$ cat config.mk
export PLATFORM = sky130hd
export DESIGN_NAME = hsa_aggregator
export DESIGN_NICKNAME = d
export VERILOG_FILES = /design/src/design/hsa_pkg.sv /design/src/design/hsa_tick.sv /design/src/design/hsa_persist.sv /design/src/design/hsa_aggregator.sv
export SDC_FILE = /design/constraint.sdc
export NUM_CORES = 1
export LEC_CHECK = 0
export ABC_AREA = 1
export BUFFER_PORTS_ARGS = -buffer_cell sky130_fd_sc_hd__buf_2
export CORE_MARGIN = 3
export CORE_UTILIZATION = 48
export CTS_CLUSTER_DIAMETER = 200
export DETAILED_ROUTE_END_ITERATION = 6
export GPL_TIMING_DRIVEN = 0
export PLACE_DENSITY = 0.86
export SKIP_CTS_REPAIR_TIMING = 1
export SYNTH_ARGS = -nofsm -noshare
export SYNTH_HDL_FRONTEND = slang
export SYNTH_SLANG_ARGS = --single-unit
$ cat constraint.sdc
create_clock -name core_clk -period 2.1 [get_ports core_clk]
set_clock_uncertainty 0.15 [all_clocks]
set_input_delay 0.105 -clock core_clk [delete_from_list [all_inputs] [get_ports core_clk]]
set_output_delay 0.105 -clock core_clk [all_outputs]
set_load 0.03 [all_outputs]
$ cat src/design/hsa_pkg.sv
// Package for the health status aggregator: word layouts, bit positions, reset values and carriers.
// Assumes a single 200 MHz clock domain and synchronous fault and alert inputs.
package hsa_pkg;

  localparam int WORD_W = 16;

  // Health summary word bit positions
  localparam int HS_FATAL_BIT = 0;
  localparam int HS_HW_FAULT_BIT = 1;
  localparam int HS_SW_FAULT_BIT = 3;
  localparam int HS_ALERT_BIT = 8;
  localparam int HS_HW_ALERT_BIT = 9;
  localparam int HS_SW_ALERT_BIT = 11;
  localparam int HS_SENSOR_ALERT_BIT = 12;

  // Hardware fault word bit positions
  localparam int HF_ACCEL_BIT = 4;
  localparam int HF_RATE_BIT = 5;
  localparam int HF_SELFCHECK_A_BIT = 6;
  localparam int HF_SELFCHECK_B_BIT = 7;

  // Software data fault word bit positions
  localparam int SD_CAL_CHECKSUM_BIT = 0;

  // Hardware alert word bit positions
  localparam int HA_NVM_OPEN_BIT = 3;
  localparam int HA_ACCEL_SEEN_BIT = 4;
  localparam int HA_RATE_SEEN_BIT = 5;

  // Sensor alert word bit positions
  localparam int SA_RANGE_BIT = 0;

  // Implemented bits of each word; everything else reads as zero
  localparam logic [15:0] HS_VALID_MASK = 16'h1b0b;
  localparam logic [15:0] HF_VALID_MASK = 16'h00f0;
  localparam logic [15:0] SD_VALID_MASK = 16'h0001;
  localparam logic [15:0] HA_VALID_MASK = 16'h0038;
  localparam logic [15:0] SA_VALID_MASK = 16'h0001;

  // Enable masks after reset: only range_exceeded is on
  localparam logic [15:0] HW_ALERT_MASK_RST = 16'h0000;
  localparam logic [15:0] SENSOR_ALERT_MASK_RST = 16'h0001;
  localparam logic [15:0] WORD_RST = 16'h0000;

  // Soft fault persistence counter defaults
  localparam int SOFT_CNT_W = 8;
  localparam logic [7:0] SOFT_INC = 8'h10;
  localparam logic [7:0] SOFT_THRESH = 8'h40;
  localparam int DECAY_US = 1;
  localparam int CLK_MHZ = 200;
  localparam int DECAY_CYCLES = DECAY_US * CLK_MHZ;

  // Raw low-level indications entering the block
  typedef struct packed {
    logic accel_fault;
    logic rate_sensor_fault;
    logic selfcheck_fault_a;
    logic selfcheck_fault_b;
    logic cal_checksum_fault;
  } hsa_hard_in_t;

  typedef struct packed {
    logic nvm_write_open;
    logic accel_anomaly_seen;
    logic rate_anomaly_seen;
    logic range_exceeded;
  } hsa_alert_in_t;

  // Registered words seen by the host
  typedef struct packed {
    logic [15:0] health_summary_word;
    logic [15:0] hw_fault_word;
    logic [15:0] sw_data_fault_word;
    logic [15:0] hw_alert_word;
    logic [15:0] sensor_alert_word;
  } hsa_words_t;

endpackage : hsa_pkg

$ cat src/design/hsa_tick.sv
// Divider that yields a one-cycle enable pulse every PERIOD clocks.
// Assumes one clock and a synchronous active-low reset.
`timescale 1ns/10ps
module hsa_tick #(
  parameter int PERIOD = hsa_pkg::DECAY_CYCLES
) (
  input wire logic core_clk,
  input wire logic rst_n,
  output logic tick
);

  localparam int CW = (PERIOD > 1) ? $clog2(PERIOD) : 1;

  if (PERIOD < 1) begin : g_bad_period
    $error("hsa_tick: PERIOD must be at least 1");
  end

  logic [CW-1:0] cnt_q;
  logic tick_q;

  always_ff @(posedge core_clk) begin
    if (!rst_n) begin
      cnt_q <= '0;
      tick_q <= 1'b0;
    end else if (cnt_q == CW'(PERIOD - 1)) begin
      cnt_q <= '0;
      tick_q <= 1'b1;
    end else begin
      cnt_q <= cnt_q + CW'(1);
      tick_q <= 1'b0;
    end
  end

  assign tick = tick_q;

endmodule : hsa_tick

$ cat src/design/hsa_persist.sv
// Leaky low-pass persistence counter for one soft fault category.
// Each soft event adds INC, each decay tick without an event removes one down to zero; reaching THRESH latches fatal.
// Assumes one clock, synchronous active-low reset, and a decay tick from a divider.
`timescale 1ns/10ps
module hsa_persist #(
  parameter int CNT_W = hsa_pkg::SOFT_CNT_W,
  parameter logic [CNT_W-1:0] INC = CNT_W'(hsa_pkg::SOFT_INC),
  parameter logic [CNT_W-1:0] THRESH = CNT_W'(hsa_pkg::SOFT_THRESH)
) (
  input wire logic core_clk,
  input wire logic rst_n,
  input wire logic soft_event,
  input wire logic decay_tick,
  output logic persistent
);

  if (INC == '0 || THRESH == '0) begin : g_bad_step
    $error("hsa_persist: INC and THRESH must be nonzero");
  end

  logic [CNT_W-1:0] level_q;
  logic [CNT_W:0] sum;
  logic persistent_q;

  assign sum = {1'b0, level_q} + {1'b0, INC};

  // Isolated events leak away; only recurrence within the window climbs to threshold
  always_ff @(posedge core_clk) begin
    if (!rst_n) begin
      level_q <= '0;
    end else if (soft_event) begin
      level_q <= sum[CNT_W] ? '1 : sum[CNT_W-1:0];
    end else if (decay_tick && level_q != '0) begin
      level_q <= level_q - CNT_W'(1);
    end
  end

  // Fatal is sticky until reset: a proven persistent fault must not flicker away
  always_ff @(posedge core_clk) begin
    if (!rst_n) begin
      persistent_q <= 1'b0;
    end else if (level_q >= THRESH) begin
      persistent_q <= 1'b1;
    end
  end

  assign persistent = persistent_q;

endmodule : hsa_persist

$ cat src/design/hsa_aggregator.sv
// Health status aggregator: builds the fault and alert words and the health summary word.
// Assumes synchronous level inputs from the self-check logic and a host that reads the words.
`timescale 1ns/10ps
module hsa_aggregator #(
  parameter int DECAY_PERIOD = hsa_pkg::DECAY_CYCLES,
  parameter int SOFT_CNT_W = hsa_pkg::SOFT_CNT_W
) (
  input wire logic core_clk,
  input wire logic rst_n,
  input wire hsa_pkg::hsa_hard_in_t hard_in,
  input wire hsa_pkg::hsa_alert_in_t alert_in,
  input wire logic hw_soft_event,
  input wire logic sw_soft_event,
  input wire logic link_soft_event,
  input wire logic link_alert_in,
  input wire logic sw_alert_in,
  input wire logic [15:0] hw_alert_mask_in,
  input wire logic hw_alert_mask_we,
  input wire logic [15:0] sensor_alert_mask_in,
  input wire logic sensor_alert_mask_we,
  input wire logic link_alert_en,
  input wire logic sw_alert_en,
  output hsa_pkg::hsa_words_t words,
  output logic [15:0] hw_alert_mask,
  output logic [15:0] sensor_alert_mask,
  output logic hw_fault_summary_soft,
  output logic sw_fault_summary_soft,
  output logic link_fault_summary_soft,
  output logic fatal_fault_pin
);

  // Refuse settings that the counters cannot serve
  if (DECAY_PERIOD < 1) begin : g_bad_period
    $error("hsa_aggregator: DECAY_PERIOD must be at least 1");
  end
  // The trip level and step must survive the cast into the counter width
  if (SOFT_CNT_W < 2 || (int'(hsa_pkg::SOFT_THRESH) >> SOFT_CNT_W) != 0
      || (int'(hsa_pkg::SOFT_INC) >> SOFT_CNT_W) != 0) begin : g_bad_width
    $error("hsa_aggregator: SOFT_CNT_W too narrow for the trip level");
  end

  // Each valid mask must hold exactly the bit positions that the logic drives,
  // so a slip in one of the two package lists cannot hide a bit or leak a reserved one
  localparam logic [15:0] HS_USED = (16'h0001 << hsa_pkg::HS_FATAL_BIT)
    | (16'h0001 << hsa_pkg::HS_HW_FAULT_BIT)
    | (16'h0001 << hsa_pkg::HS_SW_FAULT_BIT)
    | (16'h0001 << hsa_pkg::HS_ALERT_BIT)
    | (16'h0001 << hsa_pkg::HS_HW_ALERT_BIT)
    | (16'h0001 << hsa_pkg::HS_SW_ALERT_BIT)
    | (16'h0001 << hsa_pkg::HS_SENSOR_ALERT_BIT);
  localparam logic [15:0] HF_USED = (16'h0001 << hsa_pkg::HF_ACCEL_BIT)
    | (16'h0001 << hsa_pkg::HF_RATE_BIT)
    | (16'h0001 << hsa_pkg::HF_SELFCHECK_A_BIT)
    | (16'h0001 << hsa_pkg::HF_SELFCHECK_B_BIT);
  localparam logic [15:0] SD_USED = 16'h0001 << hsa_pkg::SD_CAL_CHECKSUM_BIT;
  localparam logic [15:0] HA_USED = (16'h0001 << hsa_pkg::HA_NVM_OPEN_BIT)
    | (16'h0001 << hsa_pkg::HA_ACCEL_SEEN_BIT)
    | (16'h0001 << hsa_pkg::HA_RATE_SEEN_BIT);
  localparam logic [15:0] SA_USED = 16'h0001 << hsa_pkg::SA_RANGE_BIT;

  if (HS_USED != hsa_pkg::HS_VALID_MASK) begin : g_bad_health_layout
    $error("hsa_aggregator: health word positions disagree with the valid mask");
  end
  if (HF_USED != hsa_pkg::HF_VALID_MASK || SD_USED != hsa_pkg::SD_VALID_MASK) begin : g_bad_fault_layout
    $error("hsa_aggregator: fault word positions disagree with the valid masks");
  end
  if (HA_USED != hsa_pkg::HA_VALID_MASK) begin : g_bad_hw_alert_layout
    $error("hsa_aggregator: hardware alert positions disagree with the valid mask");
  end
  if (SA_USED != hsa_pkg::SA_VALID_MASK) begin : g_bad_sensor_alert_layout
    $error("hsa_aggregator: sensor alert positions disagree with the valid mask");
  end

  // OR reduction over implemented bits only, so reserved bits can never count
  function automatic logic or_valid(input logic [15:0] w, input logic [15:0] valid);
    or_valid = |(w & valid);
  endfunction : or_valid

  logic decay_tick;
  logic hw_persist;
  logic sw_persist;
  logic link_persist;

  logic [15:0] hw_fault_d;
  logic [15:0] sw_data_d;
  logic [15:0] hw_alert_d;
  logic [15:0] sensor_alert_d;
  logic [15:0] health_d;

  logic [15:0] hw_fault_q;
  logic [15:0] sw_data_q;
  logic [15:0] hw_alert_q;
  logic [15:0] sensor_alert_q;
  logic [15:0] health_q;
  logic [15:0] hw_alert_mask_q;
  logic [15:0] sensor_alert_mask_q;
  logic hw_soft_q;
  logic sw_soft_q;
  logic link_soft_q;

  logic hw_fault_sum;
  logic data_fault_summary;
  logic sw_fault_sum;
  logic link_fault_sum;
  logic fatal_d;
  logic hw_alert_sum;
  logic sensor_alert_sum;
  logic sw_alert_sum;
  logic link_alert_sum;
  logic alert_sum;

  // The decay period sets the persistence window: a shorter period forgives faster
  hsa_tick #(
    .PERIOD(DECAY_PERIOD)
  ) u_tick (
    .core_clk(core_clk),
    .rst_n(rst_n),
    .tick(decay_tick)
  );

  // One leaky counter per soft category, all sharing one decay tick
  hsa_persist #(
    .CNT_W(SOFT_CNT_W),
    .INC(SOFT_CNT_W'(hsa_pkg::SOFT_INC)),
    .THRESH(SOFT_CNT_W'(hsa_pkg::SOFT_THRESH))
  ) u_hw_persist (
    .core_clk(core_clk),
    .rst_n(rst_n),
    .soft_event(hw_soft_event),
    .decay_tick(decay_tick),
    .persistent(hw_persist)
  );

  hsa_persist #(
    .CNT_W(SOFT_CNT_W),
    .INC(SOFT_CNT_W'(hsa_pkg::SOFT_INC)),
    .THRESH(SOFT_CNT_W'(hsa_pkg::SOFT_THRESH))
  ) u_sw_persist (
    .core_clk(core_clk),
    .rst_n(rst_n),
    .soft_event(sw_soft_event),
    .decay_tick(decay_tick),
    .persistent(sw_persist)
  );

  hsa_persist #(
    .CNT_W(SOFT_CNT_W),
    .INC(SOFT_CNT_W'(hsa_pkg::SOFT_INC)),
    .THRESH(SOFT_CNT_W'(hsa_pkg::SOFT_THRESH))
  ) u_link_persist (
    .core_clk(core_clk),
    .rst_n(rst_n),
    .soft_event(link_soft_event),
    .decay_tick(decay_tick),
    .persistent(link_persist)
  );

  // Low-level fault word assembly
  always_comb begin
    hw_fault_d = hsa_pkg::WORD_RST;
    hw_fault_d[hsa_pkg::HF_ACCEL_BIT] = hard_in.accel_fault;
    hw_fault_d[hsa_pkg::HF_RATE_BIT] = hard_in.rate_sensor_fault;
    hw_fault_d[hsa_pkg::HF_SELFCHECK_A_BIT] = hard_in.selfcheck_fault_a;
    hw_fault_d[hsa_pkg::HF_SELFCHECK_B_BIT] = hard_in.selfcheck_fault_b;
    hw_fault_d = hw_fault_d & hsa_pkg::HF_VALID_MASK;
  end

  always_comb begin
    sw_data_d = hsa_pkg::WORD_RST;
    sw_data_d[hsa_pkg::SD_CAL_CHECKSUM_BIT] = hard_in.cal_checksum_fault;
    sw_data_d = sw_data_d & hsa_pkg::SD_VALID_MASK;
  end

  // Raw alert words, shown unmasked so the host sees every condition
  always_comb begin
    hw_alert_d = hsa_pkg::WORD_RST;
    hw_alert_d[hsa_pkg::HA_NVM_OPEN_BIT] = alert_in.nvm_write_open;
    hw_alert_d[hsa_pkg::HA_ACCEL_SEEN_BIT] = alert_in.accel_anomaly_seen;
    hw_alert_d[hsa_pkg::HA_RATE_SEEN_BIT] = alert_in.rate_anomaly_seen;
    hw_alert_d = hw_alert_d & hsa_pkg::HA_VALID_MASK;
  end

  always_comb begin
    sensor_alert_d = hsa_pkg::WORD_RST;
    sensor_alert_d[hsa_pkg::SA_RANGE_BIT] = alert_in.range_exceeded;
    sensor_alert_d = sensor_alert_d & hsa_pkg::SA_VALID_MASK;
  end

  // Intermediate fault signals: hard conditions plus momentary soft events.
  // The persistence counters alone decide whether soft events reach fatal.
  always_comb begin
    hw_fault_sum = or_valid(hw_fault_d, hsa_pkg::HF_VALID_MASK) | hw_soft_event;
    data_fault_summary = or_valid(sw_data_d, hsa_pkg::SD_VALID_MASK);
    sw_fault_sum = data_fault_summary | sw_soft_event;
    link_fault_sum = link_soft_event;
  end

  // Fatal: hard faults at once, soft faults only once persistent
  always_comb begin
    fatal_d = or_valid(hw_fault_d, hsa_pkg::HF_VALID_MASK)
      | data_fault_summary
      | hw_persist | sw_persist | link_persist;
  end

  // Alert summaries, each indication gated by its enable
  always_comb begin
    hw_alert_sum = or_valid(hw_alert_d & hw_alert_mask_q, hsa_pkg::HA_VALID_MASK);
    sensor_alert_sum = or_valid(sensor_alert_d & sensor_alert_mask_q, hsa_pkg::SA_VALID_MASK);
    sw_alert_sum = sw_alert_in & sw_alert_en;
    link_alert_sum = link_alert_in & link_alert_en;
    alert_sum = hw_alert_sum | sensor_alert_sum | sw_alert_sum | link_alert_sum;
  end

  // Bit 2 stays zero: the link category has no summary bit of its own
  always_comb begin
    health_d = hsa_pkg::WORD_RST;
    health_d[hsa_pkg::HS_FATAL_BIT] = fatal_d;
    health_d[hsa_pkg::HS_HW_FAULT_BIT] = hw_fault_sum;
    health_d[hsa_pkg::HS_SW_FAULT_BIT] = sw_fault_sum;
    health_d[hsa_pkg::HS_ALERT_BIT] = alert_sum;
    health_d[hsa_pkg::HS_HW_ALERT_BIT] = hw_alert_sum;
    health_d[hsa_pkg::HS_SW_ALERT_BIT] = sw_alert_sum;
    health_d[hsa_pkg::HS_SENSOR_ALERT_BIT] = sensor_alert_sum;
    health_d = health_d & hsa_pkg::HS_VALID_MASK;
  end

  // User enable masks; the range alert starts enabled
  // Reserved mask bits are dropped on load, so they can never gate a summary
  always_ff @(posedge core_clk) begin
    if (!rst_n) begin
      hw_alert_mask_q <= hsa_pkg::HW_ALERT_MASK_RST;
    end else if (hw_alert_mask_we) begin
      hw_alert_mask_q <= hw_alert_mask_in & hsa_pkg::HA_VALID_MASK;
    end
  end

  always_ff @(posedge core_clk) begin
    if (!rst_n) begin
      sensor_alert_mask_q <= hsa_pkg::SENSOR_ALERT_MASK_RST;
    end else if (sensor_alert_mask_we) begin
      sensor_alert_mask_q <= sensor_alert_mask_in & hsa_pkg::SA_VALID_MASK;
    end
  end

  // Status words all load on the same edge, so a read never sees a torn set
  always_ff @(posedge core_clk) begin
    if (!rst_n) begin
      hw_fault_q <= hsa_pkg::WORD_RST;
    end else begin
      hw_fault_q <= hw_fault_d;
    end
  end

  always_ff @(posedge core_clk) begin
    if (!rst_n) begin
      sw_data_q <= hsa_pkg::WORD_RST;
    end else begin
      sw_data_q <= sw_data_d;
    end
  end

  always_ff @(posedge core_clk) begin
    if (!rst_n) begin
      hw_alert_q <= hsa_pkg::WORD_RST;
    end else begin
      hw_alert_q <= hw_alert_d;
    end
  end

  always_ff @(posedge core_clk) begin
    if (!rst_n) begin
      sensor_alert_q <= hsa_pkg::WORD_RST;
    end else begin
      sensor_alert_q <= sensor_alert_d;
    end
  end

  always_ff @(posedge core_clk) begin
    if (!rst_n) begin
      health_q <= hsa_pkg::WORD_RST;
    end else begin
      health_q <= health_d;
    end
  end

  // One-cycle copies of each category's momentary soft event, so a host can
  // see a soft fault that has not (yet) proven persistent
  always_ff @(posedge core_clk) begin
    if (!rst_n) begin
      hw_soft_q <= 1'b0;
    end else begin
      hw_soft_q <= hw_soft_event;
    end
  end

  always_ff @(posedge core_clk) begin
    if (!rst_n) begin
      sw_soft_q <= 1'b0;
    end else begin
      sw_soft_q <= sw_soft_event;
    end
  end

  always_ff @(posedge core_clk) begin
    if (!rst_n) begin
      link_soft_q <= 1'b0;
    end else begin
      link_soft_q <= link_fault_sum;
    end
  end

  assign words.health_summary_word = health_q;
  assign words.hw_fault_word = hw_fault_q;
  assign words.sw_data_fault_word = sw_data_q;
  assign words.hw_alert_word = hw_alert_q;
  assign words.sensor_alert_word = sensor_alert_q;
  assign hw_alert_mask = hw_alert_mask_q;
  assign sensor_alert_mask = sensor_alert_mask_q;
  assign hw_fault_summary_soft = hw_soft_q;
  assign sw_fault_summary_soft = sw_soft_q;
  assign link_fault_summary_soft = link_soft_q;

  // Pin taken from the same flop as bit 0, so the two can never disagree
  assign fatal_fault_pin = health_q[hsa_pkg::HS_FATAL_BIT];

endmodule : hsa_aggregator

* Word-level counts from Yosys, hierarchy flattened *
Cells that the tools add are included.
Widths: inputs -> output; s select.

operators by class
  order comparisons = 3
  equal/unequal tests = 1
  $add $sub $neg = 7
  mux-type cells = 10
  bitwise logic cells = 14
  reduce and logical (&&, ||, !) cells = 12

operator list
  cell                 count
  $mux 8               9
  $add 8x5->9 const B  3
  $ge 8x7->1 const B   3
  $reduce_bool 8->1    3
  $sub 8x1->8 const B  3
  $or 1x1->1           9
  $add 8x1->8 const B  1
  $eq 8x8->1 const B   1
  $and 6x6->6          1
  $reduce_bool 2->1    3
  $reduce_or 4->1      1
  $and 1x1->1          3
  $logic_and 1x1->1    3
  $reduce_or 3->1      1
  $reduce_or 2->1      1
  $mux 1               1
  $not 1->1            1

word-level totals
  word-level logic and storage cells = 70
  bits in registers = 123
  output and inout bits = 116
  bits of input ports = 52

* Longest topological paths before layout *
Gate-level depths: netlist (run 1).

  depth in word-level cells = 5
  gate-level depth with buffers = 10
  depth with buffers taken out = 10

* Modules after synthesis *
A second synthesis (run 1) with hierarchy kept.

unflattened totals
  cell total of the unflattened synthesis = 579
  area, all modules = 4000.1 um^2

by module, submodules not included
  module          area each (um^2)  cells each  times used  sequential area each (um^2)
  hsa_persist     710.7             111         3           180.2
  hsa_aggregator  1430.1            182         1           460.4
  hsa_tick        437.9             64          1           180.2

* Worst setup path after synthesis (run 1) *
No wires, ideal clock.

  path kind = register to register
  from = register u_hw_persist.level_q[4]
  to = register u_hw_persist.level_q[5]
  buffers on the path = 0
  data required time = 1826 ps
  stages on the path, launching flop included = 9
  setup slack = 614 ps
  arrival = 1212 ps
  cell sequence = dfxtp_1 > inv_1 > ha_1 > nand2_1 > inv_1 > nand3_2 > nand2_1 > a21boi_0 > a21oi_1

on the way
  cells in the longest elaborated chain, start to end = 3
  elaborated cells between the ends (all ways) = 8

ends and longest elaborated chain
  item                                                RTL line           text
  start, declared                                     hsa_persist.sv:21  logic [CNT_W-1:0] level_q;
  start signal, assigned                              hsa_persist.sv:32  level_q <= sum[CNT_W] ? '1 : sum[CNT_W-1:0];
  start signal, assigned                              hsa_persist.sv:34  level_q <= level_q - CNT_W'(1);
  $sub 8x1->8 (tied with other cells)                 hsa_persist.sv:34
  $mux 8 (tied with other cells)                      hsa_persist.sv:33  end else if (decay_tick && level_q != '0) begin
  $mux 8 / $reduce_bool 2->1 (equally long branches)  -

Parallel ways exist; a longest one is shown, timed or not. The select of a mux whose other input is x is not followed.
A chain may end at the register's enable or synchronous reset.

==> results of run 1 <==
[layout by cell type (no fill, tap or decap), types with 25 or more instances in the layout]
cell,n
buf_2,49
buf_4,94
nand3_1,31
o21ai_0,25
dfxtp_1,59
nand2_1,92
inv_1,55
conb_1,92
dlygate4sd3_1,28
a21oi_1,29
nor2_1,46
[tightest hold or removal path, cell delays in order (launching register included)]
cell and delay (ps):
dfxtp_1 310, inv_1 50, a21oi_1 50
[kinds of logic (layout without fill, tap and decap cells)]
| kind of cell | after synthesis | count (layout) | synth area share [%] |
|---|---|---|---|
| AO/OA/AOI/OAI | 61 | 61 | 8.21 |
| XOR/XNOR | 10 | 10 | 2.28 |
| adder cells (fa/ha/maj) | 16 | 16 | 5.21 |
| buffers and inverters | 165 | 255 | 26.4 |
| flip-flops | 59 | 59 | 30.7 |
| other | 1 | 93 | 0.0976 |
| AND/OR/NAND/NOR | 210 | 210 | 27.0 |
[power breakdown]
part           total, uW  switching [uW]  internal (uW)
clock network        965             472            493
registers           1230            47.9           1180
logic                841             535            305
total               3030            1050           1980
[metal layers]
metal | up-vias | share of wire, %
li1 | 1820 | -
met1 | 1624 | 36
met2 | 122 | 55
met3 | 43 | 4.6
met4 | 0 | 4.1
met5 | - | 0
[how the worst max path moves through the flow]
stage	endpoint	slack, ps	cells after the start	startpoint
after floorplan	u_hw_persist.level_q[5]	610	8	u_hw_persist.level_q[4]
after global placement	u_hw_persist.level_q[7]	470	10	u_hw_persist.level_q[4]
after detailed placement	u_hw_persist.level_q[5]	420	8	u_hw_persist.level_q[4]
after CTS	u_hw_persist.level_q[5]	410	8	u_hw_persist.level_q[4]
after global routing	hw_alert_mask[4]	90	6	hw_alert_mask_in[4]
final	hw_alert_mask[4]	90	6	hw_alert_mask_in[4]
[flip-flops by register name (all words and copies together) (netlist names)]
register	count
u_hw_persist.level_q	8
u_tick.cnt_q	8
hw_alert_mask	3
u_sw_persist.level_q	8
sw_data_q	1
u_tick.tick	1
u_link_persist.level_q	8
sensor_alert_q	1
sensor_alert_mask	1
hw_fault_q	4
u_hw_persist.persistent	1
health_q	7
u_link_persist.persistent	1
sw_fault_summary_soft	1
hw_fault_summary_soft	1
link_fault_summary_soft	1
hw_alert_q	3
u_sw_persist.persistent	1
[final cells by class]
type / instances / area (um2) / area share (%)
antenna: 1 / 2.50 / 0.0500
buffer: 104 / 785 / 15.7
clock buffer: 11 / 151 / 3.02
clock inverter: 5 / 36.3 / 0.724
inverter: 61 / 231 / 4.62
multi-input combinational: 389 / 1990 / 39.7
sequential: 59 / 1180 / 23.6
tap: 99 / 124 / 2.47
timing repair buffer: 74 / 510 / 10.2
[through the flow]
stage / setup WS, ps / std cells / total power (uW)
after detailed placement: 422 / 758 / 2020
after CTS: 409 / 774 / 2980
after global routing: 91.1 / 802 / 3180
final: 91.5 / 803 / 3030
after global placement: 474 / 758 / 2000
after floorplan: 614 / 613 / 1900
==> run metrics, run 1 <==
GRT overflow=0; design area=~5000 um2; Final Util=about 67%; VDD IR max=approximately 0.00029 V; worst hold path class=register to register; Register-to-Register Setup Slack=about 400 ps; Die X=roughly 95 um; cell mode on critical path=dlygate4sd3_1; max-slew violations=0; cell taking the most area after synthesis=dfxtp_1; clock-pin transition on the worst setup and hold timing paths=approximately 70 ps; Yosys top cell area share=between 30 and 40%; clock latency on the worst-skew pair=340 ps; Setup TNS=0 ps; # fillers=approximately 630; Hold Path Origin=u_sw_persist.persistent; CTS Sinks=a little under 60; top cells by count, synth=buf_4, nand2_1, dfxtp_1; Netlist cell types=37; worst hold path depth=2; layout cells sized above 1=28.3%; I/O pin cnt=around 170; Core Footprint=7520 um2; CTS H-tree depth=3; worst path bufs/invs=4; Area Growth Syn to Fin=30.3%; die area=~9100 um2; ratio of final minimum period to clock period=between 90 and 100%; Cell Chain, Critical Path=dlygate4sd3_1 -> buf_2 -> nor2_1 -> dlygate4sd3_1 -> nor2_1 -> dlygate4sd3_1; Setup-failing EPs final=0; DRT antenna net count=0; Reg-to-Reg Start=u_hw_persist.level_q[4]; static leakage=between 0.002 and 0.003 uW; critical path's slowest cell=dlygate4sd3_1; first-pass GRT wire length=approximately 13 mm; Num CTS Buffers=9; GR met1 Demand/Resource=19.4%; worst stage delay on the critical path=570 ps; nets=between 700 and 800; Seq cells post-synth=59; GRT Resource Usage Total=18.3%; Hold Violations, Final=0; GR Util met2=34.0%; fin crit period=between 2000 and 2500 ps; via count=3609; gpl congestion=a little under 0.9; most common cell in the netlist=buf_4; Initial Util=between 50 and 60%; final WL=9.71 mm; Avg Inst Size Synth=around 7.4 um2; worst hold path endpoint=u_sw_persist.persistent; worst-path maximum fanout=1; largest net degree at the start of global routing=12; Clock Tree Buf Depth=2; outcome=completed; Top delay family on crit path=buffers and inverters; initial antenna violation count=0; Port Buffers=46; FF-to-FF path depth=8; clock root buffer=clkbuf_8; row count=31; vias in the first global route=approximately 3000; upper clock frequency limit=approximately 0.50 GHz; gr busiest metal=met2; DP HPWL=around 6.6 mm; TritonCTS clock tree=done; startpoint types=input port; Ys Warns=0; RSZ-0062 raised after global routing=false; # DRC=0; Worst EP arrival=about 2100 ps; cell area after placement=4540 um2; Post-Syn Area=~3800 um2; Critical Path Sink Type=register; Wirelength per Cell=12.1 um; post-synthesis instance total=between 500 and 600; critical path class=input port to register; RR Endpoint=u_hw_persist.level_q[5]; max-cap viol count=0; die span in y=95.5 um; ys flop type=dfxtp_1; M3 GR Usage=~5.0%; Synth area leaders=dfxtp_1, buf_4, nand2_1; TritonRoute pass-1 iters=4; EDFF count, synth=0; routed vias/inst=around 4.5; worst hold slack=between 300 and 400 ps; Worst Path Required=about 2200 ps; pwr/cell area=605 nW/um2; Async SR Flop Fraction=0%; 1st-iter DRT viols=between 150 and 200; sequential cell area fraction in the yosys report=just over 30%
(Power assumes the default switching activity.)
==> inputs of run 2 (changes only) <==
--- a/config.mk
+++ b/config.mk
@@ -7,12 +7,13 @@
 export LEC_CHECK = 0
 export ABC_AREA = 1
 export BUFFER_PORTS_ARGS = -buffer_cell sky130_fd_sc_hd__buf_2
+export CORE_ASPECT_RATIO = 1.4
 export CORE_MARGIN = 3
-export CORE_UTILIZATION = 48
+export CORE_UTILIZATION = 52
 export CTS_CLUSTER_DIAMETER = 200
 export DETAILED_ROUTE_END_ITERATION = 6
 export GPL_TIMING_DRIVEN = 0
-export PLACE_DENSITY = 0.86
+export PLACE_DENSITY = 0.92
 export SKIP_CTS_REPAIR_TIMING = 1
 export SYNTH_ARGS = -nofsm -noshare
 export SYNTH_HDL_FRONTEND = slang
==> constraint.sdc (replaced) <==
create_clock -name core_clk -period 2.5 [get_ports core_clk]
set_clock_uncertainty 0.15 [all_clocks]
set_input_delay 0.125 -clock core_clk [delete_from_list [all_inputs] [get_ports core_clk]]
set_output_delay 0.125 -clock core_clk [all_outputs]
set_load 0.03 [all_outputs]
==> run 2 against run 1 <==
Net effect: count of clock-buffer cells in the layout shrank 1; die area decreased by 7.1%; critical path type unchanged; global-route usage rose by 2.5 points; non-clock buffer count shrank 2; highest routed layer unchanged; clock power fell by 4.2%; routed wire length up 12%; worst setup slack improved by 450 ps; cell count fell by 0.87%; final area is 0.27% lower; total power shrank 12%; combinational power down 15%; hold slack gained 27 ps.
==> run metrics, run 2 (synthesis gave the netlist of run 1 again) <==
storage element area=1180 um2 (unchanged); die area=8470 um2 (-7.1%); upper clock frequency limit=0.511 GHz; cell mode on critical path=dlygate4sd3_1; Core Footprint=7070 um2 (-6.0%); via count=3847 (+6.6%); vias in the first global route=3266 (+7.3%); Worst EP arrival=2050 ps (-40 ps); clock root buffer=clkbuf_8; # fillers=501 (-20%); Hold Violations, Final=0 (unchanged); clock latency on the worst-skew pair=360 ps (+20 ps); worst stage delay on the critical path=600 ps (+30 ps); nets=764 (-0.26%); CTS Sinks=59 (unchanged); Die X=78.7 um (-18%); DRT antenna net count=0 (unchanged); Tot Pwr=2680 uW (-12%); n_diodes=0 (-1); CTS H-tree depth=3 (unchanged); Hold Path Origin=u_tick.cnt_q[0]; worst hold path class=register to register; design area=4990 um2 (-0.27%); TritonRoute pass-1 iters=7 (+3); max-slew violations=0 (unchanged); I/O pin cnt=168 (unchanged); critical path class=input port to register; wl on met1=3.53 mm (+0.97%); static leakage=0.00283 uW (about the same); area taken by multi-input logic gates=1990 um2 (unchanged); gpl congestion=0.893 (+0.92%); Critical Path Start=hw_alert_mask_in[4]; Port Buffers=46 (unchanged); # DRC=0 (unchanged); DP HPWL=6.48 mm (-1.6%); clock-pin transition on the worst setup and hold timing paths=80 ps (about the same); die span in y=108 um (+13%); final worst slack=541 ps (+450 ps); 1st-iter DRT viols=348 (+92%); routed vias/inst=4.83 (+7.5%); RSZ-0062 raised after global routing=false; Num CTS Buffers=9 (unchanged); most frequent cells in the layout=buf_4, nand2_1, conb_1; met3 WL post-DR=941 um (+110%); GRT Resource Usage Total=20.7% (+2.5 points); Clock Tree Buf Depth=2 (unchanged); ratio of final minimum period to clock period=around 78%; Reg-to-Reg Start=u_hw_persist.level_q[4]; Worst-Margin Slew=about 510 ps; Initial Util=54.3% (+3.3 points); Cell Chain, Critical Path=dlygate4sd3_1 -> buf_2 -> nor2_1 -> dlygate4sd3_1 -> nor2_1 -> dlygate4sd3_1; critical path's slowest cell=dlygate4sd3_1; TritonCTS clock tree=done; outcome=completed; worst path bufs/invs=4 (unchanged); startpoint types=input port; Worst Path Required=2590 ps (+410 ps); Wirelength per Cell=13.7 um (+13%); Area Growth Syn to Fin=30.0%; worst hold slack=334 ps (+27.1 ps); worst-path maximum fanout=1 (unchanged); GRT overflow=0 (unchanged); Setup TNS=0 ps (unchanged); initial antenna violation count=0 (unchanged); met2 WL post-DR=5.59 mm (+4.2%); VDD IR max=0.000467 V (+63%); highest metal used=met4; Top delay family on crit path=buffers and inverters; Slew Limit Headroom=around 66%; first-pass GRT wire length=14.0 mm (+5.4%); Register-to-Register Setup Slack=640 ps (+230 ps); fin crit period=~2000 ps; layout cells sized above 1=28.4% (+0.081 points); most common cell after layout, fill and taps aside=buf_4; final WL=10.9 mm (+12%); largest net degree at the start of global routing=12 (unchanged); Critical Path Sink Type=register; max-cap viol count=0 (unchanged); pwr/cell area=536 nW/um2 (-11%); cell area after placement=4530 um2 (-0.11%); row count=36 (+16%); Place WS=819 ps (+397 ps); Setup-failing EPs final=0 (unchanged)
## run 2: worst paths after layout
kind                                           endpoint  depth (start not counted)
worst max-delay path                   hw_alert_mask[4]                          6
worst min-delay path                    u_tick.cnt_q[0]                          1
worst max register to register  u_hw_persist.level_q[4]                          8
worst min register to register          u_tick.cnt_q[0]                          1
## run 2: per-layer routing
metal  vias up  GRT usage, %
met5         -             0
met4         0          12.3
met1      1714          21.2
li1       1808             -
met2       260          36.8
met3        65          5.95
## run 2: worst reg2reg max path, delay by kind of cell (launching register included)
kind                     cells  cell delay (ps)
buffers and inverters        2              160
flip-flops                   1              480
AO/OA/AOI/OAI                2              470
AND/OR/NAND/NOR              3              250
adder cells (fa/ha/maj)      1              230
## run 2: power breakdown
| part | switching [uW] | internal [uW] |
|---|---|---|
| Combinational | 463 | 254 |
| Sequential | 45.6 | 989 |
| Clock | 437 | 487 |
| Total | 946 | 1730 |
## run 2: area by class of cell
type / instances / area share [%]
Timing Repair Buffer: 72 / 9.82
Clock inverter: 6 / 1.28
Buffer: 104 / 15.7
Inverter: 61 / 4.63
Clock buffer: 10 / 2.76
Tap cell: 95 / 2.38
Multi-Input combinational cell: 389 / 39.8
Sequential cell: 59 / 23.6
## run 2: stage by stage
step                util (%)  std cells
floorplan                  -        613
global placement        64.1        754
detailed placement      64.1        754
CTS                     66.9        770
global route            70.6        796
finish                  70.6        796
